`src/common/idb_pkg.sv`:
```
// Constants and types shared by the inductive button detector
package idb_pkg;
   localparam int NCH = 4;
   localparam int VW = 32;

   // Register offsets
   localparam logic [7:0] OFS_BUTTON_STATUS = 8'h01;
   localparam logic [7:0] OFS_CHANNEL_ENABLE = 8'h0c;
   localparam logic [7:0] OFS_LOW_STEP = 8'h13;
   localparam logic [7:0] OFS_NORMAL_STEP = 8'h15;
   localparam logic [7:0] OFS_HOLD_STRONGEST = 8'h16;
   localparam logic [7:0] OFS_HYSTERESIS = 8'h18;
   localparam logic [7:0] OFS_TORSION = 8'h19;
   localparam logic [7:0] OFS_SHARED_BEND = 8'h1a;
   localparam logic [7:0] OFS_SCALER = 8'h1e;
   localparam logic [7:0] OFS_QUICK_CH0 = 8'h25;
   localparam logic [7:0] OFS_QUICK_CH1_CH2 = 8'h28;
   localparam logic [7:0] OFS_QUICK_CH3 = 8'h2b;

   // Field positions
   localparam int STEP_IDX_LSB = 0;
   localparam int STEP_IDX_W = 4;
   localparam int STRONGEST_LSB = 0;
   localparam int HOLD_LSB = 4;
   localparam int SHARED_LSB = 0;
   localparam int BEND_LSB = 4;
   localparam int TORSION_EN_BIT = 7;
   localparam int TORSION_THR_LSB = 0;
   localparam int TORSION_THR_W = 7;
   localparam int SCALER_W = 2;
   localparam int QUICK_W = 2;
   localparam int QUICK_CH2_LSB = 2;

   // Reset values
   localparam logic [7:0] RST_HYSTERESIS = 8'h20;
   localparam logic [7:0] RST_CHANNEL_ENABLE = 8'h0f;
   localparam logic [7:0] RST_ZERO = 8'h00;

   // Arithmetic constants: values are held 72 times larger so that both
   // step divisors (72 and 9) become exact integers
   localparam logic [VW-1:0] NOMINAL_THRESHOLD = 32'h0000_0080;
   localparam logic [VW-1:0] VALUE_SCALE = 32'h0000_0048;
   localparam int LOW_MODE_SHIFT = 3;

   typedef enum logic [0:0] {
      IDB_IDLE,
      IDB_EVAL
   } idb_phase_t;

   typedef struct packed {
      logic [7:0] chan_en;
      logic [7:0] low_idx;
      logic [7:0] normal_idx;
      logic [7:0] hold_strongest;
      logic [7:0] hysteresis;
      logic [7:0] torsion;
      logic [7:0] shared_bend;
      logic [7:0] scaler;
      logic [7:0] quick0;
      logic [7:0] quick12;
      logic [7:0] quick3;
      logic [NCH-1:0] button;
      logic [NCH-1:0] primed;
      logic [NCH-1:0][VW-1:0] baseline;
      logic [NCH-1:0][VW-1:0] value;
      logic [7:0] rdata;
      idb_phase_t phase;
   } idb_state_t;
endpackage : idb_pkg

```
`src/core/idb_detector.sv`:
```
// Per-channel threshold, baseline tracking and group filtering of button samples
// Overview of operation
// - Hysteresis register holds 32 after reset, applied equally around threshold 128.
// - Channel becomes pressed once its value reaches 128 plus hysteresis.
// - Pressed channel releases once value falls to 128 minus hysteresis, or when a group or torsion filter suppresses it.
// - Normal mode baseline step per scan is two to the normal index, over 72.
// - Low mode baseline step per scan is two to the low index, over 9.
// - Tracking baseline makes a steady press release after a bounded number of scans.
// - With hold bit set, baseline freezes while that channel output is asserted.
// - Negative value multiplies step by quick factor 1, 4, 8 or 16.
// - Shared-response group members all suppressed when several respond together.
// - Strongest group reports only the channel with the largest value.
// - Torsion guard suppresses all presses while any enabled channel's value is below negative limit.
// - Bend group suppresses a member when another member responds twice as strongly.
// - Outputs and interrupt change at end of the window after press or release.
`timescale 1ns/100ps
`default_nettype none
module idb_detector (
   input wire logic clk_i,
   input wire logic rst_n_i,
   input wire logic ce_i,
   input wire logic normal_power_i,
   input wire logic sample_valid_i,
   input wire logic [1:0] sample_channel_i,
   input wire logic [15:0] sample_count_i,
   input wire logic [7:0] reg_addr_i,
   input wire logic [7:0] reg_wdata_i,
   input wire logic reg_write_i,
   output logic [7:0] reg_rdata_o,
   output logic [idb_pkg::NCH-1:0] channel_button_output_o,
   output logic interrupt_output_o,
   output logic [idb_pkg::NCH-1:0][idb_pkg::VW-1:0] channel_processed_value_o
);
   idb_pkg::idb_state_t s_q;
   idb_pkg::idb_state_t s_d;
   idb_pkg::idb_state_t reset_state;

   logic [idb_pkg::VW-1:0] scaled;
   logic signed [idb_pkg::VW-1:0] signal;
   logic signed [idb_pkg::VW-1:0] diff;
   logic signed [idb_pkg::VW-1:0] step;
   logic signed [idb_pkg::VW-1:0] quick_step;
   logic signed [idb_pkg::VW-1:0] on_level;
   logic signed [idb_pkg::VW-1:0] off_level;
   logic signed [idb_pkg::VW-1:0] torsion_level;
   logic [idb_pkg::NCH-1:0] cand;
   logic [idb_pkg::NCH-1:0] bend_keep;
   logic [idb_pkg::NCH-1:0] strong_keep;
   logic [1:0] scale_sel;
   logic [1:0] quick_sel;
   logic [2:0] shared_cnt;
   logic twisted;
   int ch;

   // Quick factor code to a shift: 1, 4, 8, 16
   function automatic logic [2:0] quick_shift(input logic [1:0] code);
      logic [2:0] r;
      r = 3'h0;
      case (code)
         2'h0: r = 3'h0;
         2'h1: r = 3'h2;
         2'h2: r = 3'h3;
         default: r = 3'h4;
      endcase
      return r;
   endfunction : quick_shift

   always_comb begin
      reset_state = '0;
      reset_state.chan_en = idb_pkg::RST_CHANNEL_ENABLE;
      reset_state.hysteresis = idb_pkg::RST_HYSTERESIS;
      reset_state.phase = idb_pkg::IDB_IDLE;
   end

   always_comb begin
      s_d = s_q;
      ch = int'(sample_channel_i);
      scale_sel = 2'h0;
      quick_sel = 2'h0;
      scaled = '0;
      signal = '0;
      diff = '0;
      step = '0;
      quick_step = '0;
      on_level = '0;
      off_level = '0;
      torsion_level = '0;
      cand = '0;
      bend_keep = '0;
      strong_keep = '0;
      shared_cnt = 3'h0;
      twisted = 1'b0;

      // Register writes
      if (reg_write_i) begin
         case (reg_addr_i)
            idb_pkg::OFS_CHANNEL_ENABLE: s_d.chan_en = reg_wdata_i;
            idb_pkg::OFS_LOW_STEP: s_d.low_idx = reg_wdata_i;
            idb_pkg::OFS_NORMAL_STEP: s_d.normal_idx = reg_wdata_i;
            idb_pkg::OFS_HOLD_STRONGEST: s_d.hold_strongest = reg_wdata_i;
            idb_pkg::OFS_HYSTERESIS: s_d.hysteresis = reg_wdata_i;
            idb_pkg::OFS_TORSION: s_d.torsion = reg_wdata_i;
            idb_pkg::OFS_SHARED_BEND: s_d.shared_bend = reg_wdata_i;
            idb_pkg::OFS_SCALER: s_d.scaler = reg_wdata_i;
            idb_pkg::OFS_QUICK_CH0: s_d.quick0 = reg_wdata_i;
            idb_pkg::OFS_QUICK_CH1_CH2: s_d.quick12 = reg_wdata_i;
            idb_pkg::OFS_QUICK_CH3: s_d.quick3 = reg_wdata_i;
            default: ;
         endcase
      end

      // Read data registered; unmapped offsets read zero
      case (reg_addr_i)
         idb_pkg::OFS_BUTTON_STATUS: s_d.rdata = {4'h0, s_q.button};
         idb_pkg::OFS_CHANNEL_ENABLE: s_d.rdata = s_q.chan_en;
         idb_pkg::OFS_LOW_STEP: s_d.rdata = s_q.low_idx;
         idb_pkg::OFS_NORMAL_STEP: s_d.rdata = s_q.normal_idx;
         idb_pkg::OFS_HOLD_STRONGEST: s_d.rdata = s_q.hold_strongest;
         idb_pkg::OFS_HYSTERESIS: s_d.rdata = s_q.hysteresis;
         idb_pkg::OFS_TORSION: s_d.rdata = s_q.torsion;
         idb_pkg::OFS_SHARED_BEND: s_d.rdata = s_q.shared_bend;
         idb_pkg::OFS_SCALER: s_d.rdata = s_q.scaler;
         idb_pkg::OFS_QUICK_CH0: s_d.rdata = s_q.quick0;
         idb_pkg::OFS_QUICK_CH1_CH2: s_d.rdata = s_q.quick12;
         idb_pkg::OFS_QUICK_CH3: s_d.rdata = s_q.quick3;
         default: s_d.rdata = 8'h00;
      endcase

      case (s_q.phase)
         idb_pkg::IDB_IDLE: begin
            if (sample_valid_i && s_q.chan_en[ch]) begin
               // Host-programmed scaler keeps the count in range
               scale_sel = s_q.scaler[ch*idb_pkg::SCALER_W +: idb_pkg::SCALER_W];
               scaled = {16'h0000, sample_count_i >> scale_sel};
               signal = $signed(scaled * idb_pkg::VALUE_SCALE);
               diff = signal - $signed(s_q.baseline[ch]);
               if (normal_power_i) begin
                  step = $signed(32'h1 << s_q.normal_idx[idb_pkg::STEP_IDX_W-1:0]);
               end else begin
                  step = $signed(32'h1 << (5'(s_q.low_idx[idb_pkg::STEP_IDX_W-1:0])
                                          + 5'(idb_pkg::LOW_MODE_SHIFT)));
               end
               case (ch)
                  0: quick_sel = s_q.quick0[idb_pkg::QUICK_W-1:0];
                  1: quick_sel = s_q.quick12[idb_pkg::QUICK_W-1:0];
                  2: quick_sel = s_q.quick12[idb_pkg::QUICK_CH2_LSB +: idb_pkg::QUICK_W];
                  default: quick_sel = s_q.quick3[idb_pkg::QUICK_W-1:0];
               endcase
               quick_step = step <<< quick_shift(quick_sel);
               if (!s_q.primed[ch]) begin
                  // First sample after reset seeds the baseline
                  s_d.baseline[ch] = signal;
                  s_d.primed[ch] = 1'b1;
                  s_d.value[ch] = '0;
               end else begin
                  s_d.value[ch] = diff;
                  if (!(s_q.hold_strongest[idb_pkg::HOLD_LSB + ch] && s_q.button[ch])) begin
                     // Baseline creeps toward the signal, so a steady press fades
                     if (diff >= 0) begin
                        s_d.baseline[ch] = $signed(s_q.baseline[ch])
                                         + ((diff > step) ? step : diff);
                     end else begin
                        s_d.baseline[ch] = $signed(s_q.baseline[ch])
                                         - ((-diff > quick_step) ? quick_step : -diff);
                     end
                  end
               end
               s_d.phase = idb_pkg::IDB_EVAL;
            end
         end
         idb_pkg::IDB_EVAL: begin
            on_level = $signed((idb_pkg::NOMINAL_THRESHOLD + 32'(s_q.hysteresis))
                               * idb_pkg::VALUE_SCALE);
            off_level = $signed((idb_pkg::NOMINAL_THRESHOLD - 32'(s_q.hysteresis))
                                * idb_pkg::VALUE_SCALE);
            torsion_level = -$signed(32'(s_q.torsion[idb_pkg::TORSION_THR_LSB +:
                                         idb_pkg::TORSION_THR_W]) * idb_pkg::VALUE_SCALE);
            for (int n = 0; n < idb_pkg::NCH; n++) begin
               if (s_q.chan_en[n] && s_q.primed[n]) begin
                  if (s_q.button[n]) begin
                     cand[n] = $signed(s_q.value[n]) > off_level;
                  end else begin
                     cand[n] = $signed(s_q.value[n]) >= on_level;
                  end
                  if ($signed(s_q.value[n]) < torsion_level) begin
                     twisted = 1'b1;
                  end
               end
            end
            // Bend group: a member yields to a neighbour twice as strong
            bend_keep = cand;
            for (int n = 0; n < idb_pkg::NCH; n++) begin
               for (int m = 0; m < idb_pkg::NCH; m++) begin
                  if (m != n && s_q.shared_bend[idb_pkg::BEND_LSB + n]
                      && s_q.shared_bend[idb_pkg::BEND_LSB + m] && s_q.chan_en[m]
                      && $signed(s_q.value[m]) > ($signed(s_q.value[n]) <<< 1)) begin
                     bend_keep[n] = 1'b0;
                  end
               end
            end
            for (int n = 0; n < idb_pkg::NCH; n++) begin
               if (bend_keep[n] && s_q.shared_bend[idb_pkg::SHARED_LSB + n]) begin
                  shared_cnt = shared_cnt + 3'h1;
               end
            end
            strong_keep = bend_keep;
            if (shared_cnt > 3'h1) begin
               // Press between buttons: a common response on several is not a press
               strong_keep = bend_keep & ~s_q.shared_bend[idb_pkg::SHARED_LSB +: idb_pkg::NCH];
            end
            cand = strong_keep;
            for (int n = 0; n < idb_pkg::NCH; n++) begin
               for (int m = 0; m < idb_pkg::NCH; m++) begin
                  if (m != n && strong_keep[n] && strong_keep[m]
                      && s_q.hold_strongest[idb_pkg::STRONGEST_LSB + n]
                      && s_q.hold_strongest[idb_pkg::STRONGEST_LSB + m]
                      && ($signed(s_q.value[m]) > $signed(s_q.value[n])
                          || ($signed(s_q.value[m]) == $signed(s_q.value[n]) && m < n))) begin
                     cand[n] = 1'b0;
                  end
               end
            end
            if (s_q.torsion[idb_pkg::TORSION_EN_BIT] && twisted) begin
               cand = '0;
            end
            s_d.button = cand;
            s_d.phase = idb_pkg::IDB_IDLE;
         end
         default: s_d.phase = idb_pkg::IDB_IDLE;
      endcase
   end

   always_ff @(posedge clk_i) begin
      if (!rst_n_i) begin
         s_q <= reset_state;
      end else if (ce_i) begin
         s_q <= s_d;
      end
   end

   assign reg_rdata_o = s_q.rdata;
   assign channel_button_output_o = s_q.button;
   assign interrupt_output_o = |s_q.button;
   assign channel_processed_value_o = s_q.value;
endmodule : idb_detector
`default_nettype wire

```
`config.mk`:
```
export PLATFORM = sky130hd
export DESIGN_NAME = idb_detector
export DESIGN_NICKNAME = d
export VERILOG_FILES = /design/src/common/idb_pkg.sv /design/src/core/idb_detector.sv
export SDC_FILE = /design/constraint.sdc
export NUM_CORES = 2
export LEC_CHECK = 0
export BUFFER_PORTS_ARGS = -buffer_cell sky130_fd_sc_hd__buf_2
export CAP_MARGIN = 10
export CORE_UTILIZATION = 29
export DETAILED_ROUTE_END_ITERATION = 10
export HOLD_SLACK_MARGIN = 0.05
export PLACE_DENSITY_LB_ADDON = 0.3
export SYNTH_ARGS = -nofsm -noshare
export SYNTH_HDL_FRONTEND = slang
export SYNTH_SLANG_ARGS = --single-unit
```
`constraint.sdc`:
```
create_clock -name clk_i -period 32.2 [get_ports clk_i]
set_input_delay 3.22 -clock clk_i [delete_from_list [all_inputs] [get_ports clk_i]]
set_output_delay 3.22 -clock clk_i [all_outputs]
set_load 0.1 [all_outputs]
```
* After elaboration in Yosys (flattened, before gate mapping)
Index checks and enable logic that the tools add are counted.
** Word-level totals
- Output and inout port bits :: 141
- Input port bits :: 40
- Register bits :: 361
** Operators by class
- $lt $le $gt $ge :: 44
- $add $sub $neg :: 12
- Shifts and indexed selects :: 5
- Muxes and demuxes :: 92
- Multipliers :: 4
- Equality and inequality tests :: 23
- Reductions and logical operators :: 108
- Bitwise gates (word level) :: 7
** Operator list (count)
- $gt 32x32->1 :: 30
- $bwmux 128 :: 4
- $mux 128 :: 2
- $mux 256 :: 1
- $mux 32 :: 7
- $eq 32x32->1 :: 6
- $and 128x128->128 :: 1
- $ge 32x17->1 :: 4
- $lt 32x32->1 :: 4
- $not 128->128 :: 1
- $pmux 8 s12 :: 1
- $logic_and 1x1->1 :: 84
- $bmux 32 s2 :: 1
- $demux 32 s2 :: 1
- $eq 8x5->1 const B :: 7
- $mux 1 :: 53
- $reduce_and 3->1 :: 12
- $add 32x32->32 :: 1
- $ge 32x1->1 const B :: 1
- $mul 32x4->29 const B :: 1
- $neg 14->32 :: 1
- $neg 32->32 :: 1
- $shl 1x4->32 const A :: 1
- $shl 1x5->32 const A :: 1
- 42 further kinds :: 69

* Logic depth before layout (Yosys ltp)
- Depth after elaboration :: 32
- Mapped depth :: 64

* Worst setup path before layout
Ideal clock, no wire load.
- Path type :: input port to flip-flop
- From :: input sample_channel_i[1]
- To :: register s_q[161] (netlist name)
- Library setup time :: 61 ps
- Cell stages on the path :: 63
- Data arrival time :: 15960 ps
- Path buffers :: 7
- Setup slack :: 16179 ps
- Required time :: 32139 ps
- Cells stage by stage :: buf_2 buf_1 clkbuf_1 mux4_2 clkbuf_1 buf_1 mux2i_1 ha_1 ha_1 a21o_1 a21oi_1 o21bai_1 a21oi_1 o21bai_1 a21oi_1 o21bai_1 a21oi_1 o21ai_0 [27 not listed] ha_1 inv_1 fa_1 a21o_1 a21oi_1 o21bai_1 a21oi_1 o21bai_1 a21boi_0 o21bai_1 a41o_1 o211a_1 o21ai_0 nand2b_1 a21o_1 xnor2_1 o21ai_0 a32o_1
** Between the ends
- Cells in the longest elaborated chain, start to end :: 16
- Elaborated cells on any way between the ends :: 52
** Ends and longest elaborated chain
- start, declared :: RTL line idb_detector.sv:24 : input wire logic [1:0] sample_channel_i,
- parallel branches: the longest is 16 deep, another holds $sub 24x32->32
- end signal, assigned :: RTL line idb_detector.sv:235 : s_q <= reset_state;
- end, declared :: RTL line idb_detector.sv:34 : idb_pkg::idb_state_t s_q;
Several ways; the timed one is not identified. The select of a mux whose other input is x is not followed.
A chain may end at the register's enable or synchronous reset.

* Worst setup path after layout
- From :: input sample_channel_i[0]
- To :: register s_q[225] (netlist name)
Same word-level chain as after synthesis.

==> out/summary.txt <==
Crit Path Category: input pin to flip-flop
Final Max Slew Viols: 0
sequential fraction of the synthesis area: 15.4%
Pre-Repair DR Iteration Count: 7
Post-Syn Area: 46800 µm²
met1 WL: 89000 µm
most common cell after layout, fill and taps aside: ha_1
cells after synthesis: 5883
Initial Utilization: 29.2%
RSZ-0062 raised after global routing: false
Post-CTS Resized: 0
share of cells above drive strength 1: 8.42%
DR WL/cell: 25.0 µm
Distinct cells, synth: 99
f_max: 56.2 MHz
Max IR drop VDD: 0.0000470 V
Yosys top cell area share: 28.3%
vias in the first global route: 43600
GRT Residual Overflow: 0
HP Class: flip-flop to flip-flop
Synth area leader: ha_1
Critical Path Slowest Stage Cell: mux4_2
Die Area: 163000 µm²
# setup viols final: 0
RD Place Congestion: 1.00
Crit Path Max Fanout: 35
period utilization: 55.2%
Met2 Routed Length: 91800 µm
Tmin final: 17.78 ns
Root Buffer: clkbuf_16
largest net degree at the start of global routing: 110
P_leak: 23.6 nW
Slew HR: 14.6%
first-pass GRT wire length: 295000 µm
IO buf count: 180
Max Used Layer: met5
Syn-to-layout area delta: 9.63%
Layout Nets: 7036
max_cap viols: 0
crit path DAT: 18.36 ns
CTS sink cnt: 361
clock skew: 0.0817 ns
chip width: 404 µm
Cell Rows: 147
Vias/cell: 5.63
I/O pin cnt: 181
setup TNS: 0 ns
Finished Layout Cells: 8127
setup bufs post-CTS: 0
initial drt markers: 4654
total global-route track usage: 24.1%
TritonCTS Buffers: 45
main area contributors after synthesis: ha_1 28%, dfxtp_1 15%, nand2_1 6.1%
Final ANT Viol Nets: 0
dpl cells: 8042
clk_lat worst skew: 0.66 ns
H-tree depth: 2
Yosys reg bits: 361
worst-margin pin slew: 1.28 ns
final std cell area, no fill: 51300 µm²
EDFF count, synth: 0
Final Hold Viols: 0
status: finished clean
ys async rst share: 0%
Clock Tree Buf Depth: 3
Largest stage delay, worst path: 0.85 ns
Die Ht: 404 µm
routed wire length: 203000 µm
CORE AREA: 160000 µm²
TritonCTS clock tree: yes
CP Data Required Time: 32.78 ns
startpoint types: input pin
post-DP HPWL: 160000 µm
Crit. End Element: flip-flop
most frequent cells in the layout: 1059 x ha_1, 758 x nand2_1, 361 x dfxtp_1, 326 x a21oi_1, 293 x o21ai_0
Top FF cell, synth: dfxtp_1
DRC viols: 0
Power per Cell Area: 38.2 nW/µm²
antenna violations before repair: 12
Core Util, Final: 32.0%
vias post-DR: 45800
met3 wire length: 13600 µm
number of warnings issued by yosys: 0
# hold bufs at CTS: 0
hold_ws: 0.453 ns
clk slew on worst S/H paths: 0.06 ns
placed cell area: 49800 µm²
syn_area_per_cell: 7.96 µm²
-- synthesized netlist by cell type, types with 10 or more instances --
cell type / number
or4_1: 10
buf_2: 11
and4_1: 15
o21ai_0: 293
o211ai_1: 23
nor4_1: 51
a21boi_0: 222
ha_1: 1059
o21bai_1: 21
dfxtp_1: 361
nand2_1: 759
and3_1: 46
xor2_1: 51
inv_1: 269
o31ai_1: 16
o22ai_1: 10
nand3_1: 146
mux2_2: 10
a211oi_1: 37
a32o_1: 12
a22oi_1: 33
a211o_1: 10
a221o_1: 10
nand4_1: 206
o21ai_1: 18
a222oi_1: 20
a31oi_1: 50
clkbuf_1: 172
a221oi_1: 18
nor2_1: 246
a21oi_1: 326
and2_1: 82
mux4_2: 37
a21o_1: 280
o21a_1: 122
nor3_1: 82
or3_1: 30
mux2i_1: 64
nor2b_1: 153
xnor2_1: 98
nand2b_1: 88
buf_4: 143
-- area by class of cell --
class / count / area, µm²
antenna: 2 / 5.00
multi-input combinational: 4920 / 36900
fill: 17200 / 109000
clock buffer: 60 / 1210
sequential: 361 / 7230
clock inverter: 21 / 249
timing repair buffer: 326 / 2020
tap: 2160 / 2700
inverter: 277 / 1040
-- per-layer routing --
metal  GRT usage (%)  vias to the layer above
met5               0                        -
met2            39.6                     1724
met3            2.91                      352
li1                -                    21600
met1            32.1                    22100
met4            8.84                        4
-- cell families after synthesis --
family	Yosys count	share of synthesized area [%]
and+or+nand+nor	1963	20.6
AOI/OAI and AO/OA	1619	23.1
adders and majority gates	1067	28.6
buffers and inverters	611	6.09
DFF	361	15.4
xor gates and xnor gates	150	2.82
muxes	111	3.39
other	1	0.00801
-- power by group --
| part | leakage, nW | internal (W) | switching [W] |
|---|---|---|---|
| clock network | 0.706 | 0.000292 | 0.000227 |
| logic | 20.0 | 0.000329 | 0.000650 |
| registers | 2.91 | 0.000454 | 0.00000924 |
-- metrics by stage --
step                setup slack, ns  total power (W)
CTS                           14.52          0.00195
floorplan                     16.18          0.00112
global placement              14.07          0.00142
global route                  13.20          0.00206
finish                        14.42          0.00196
detailed placement            13.89          0.00143
-- sequential cells by signal (all words and copies together), names as in the netlist --
signal and count:
s_q 221, channel_processed_value_o 128, reg_rdata_o 8, channel_button_output_o 4
-- critical path, delay by kind of cell --
kind                       cells  cell delay (ns)
and+or+nand+nor               11             2.53
AOI/OAI and AO/OA             29             6.37
xor gates and xnor gates       4             0.96
buffers and inverters          4             1.37
adders and majority gates      7             2.43
muxes                          3             1.40
-- worst paths after layout --
check,slack (ns),start,depth (start not counted),endpoint
hold reg to reg,0.45,s_q[147]$_SDFFE_PN0P_,2,s_q[147]$_SDFFE_PN0P_
setup reg to reg,17.26,s_q[300]$_SDFFE_PN0P_,57,s_q[225]$_SDFFE_PN0P_
setup / recovery,14.42,sample_channel_i[0],58,s_q[225]$_SDFFE_PN0P_
hold / removal,0.45,s_q[147]$_SDFFE_PN0P_,2,s_q[147]$_SDFFE_PN0P_
Note: power is estimated with default switching activity, not from simulation.
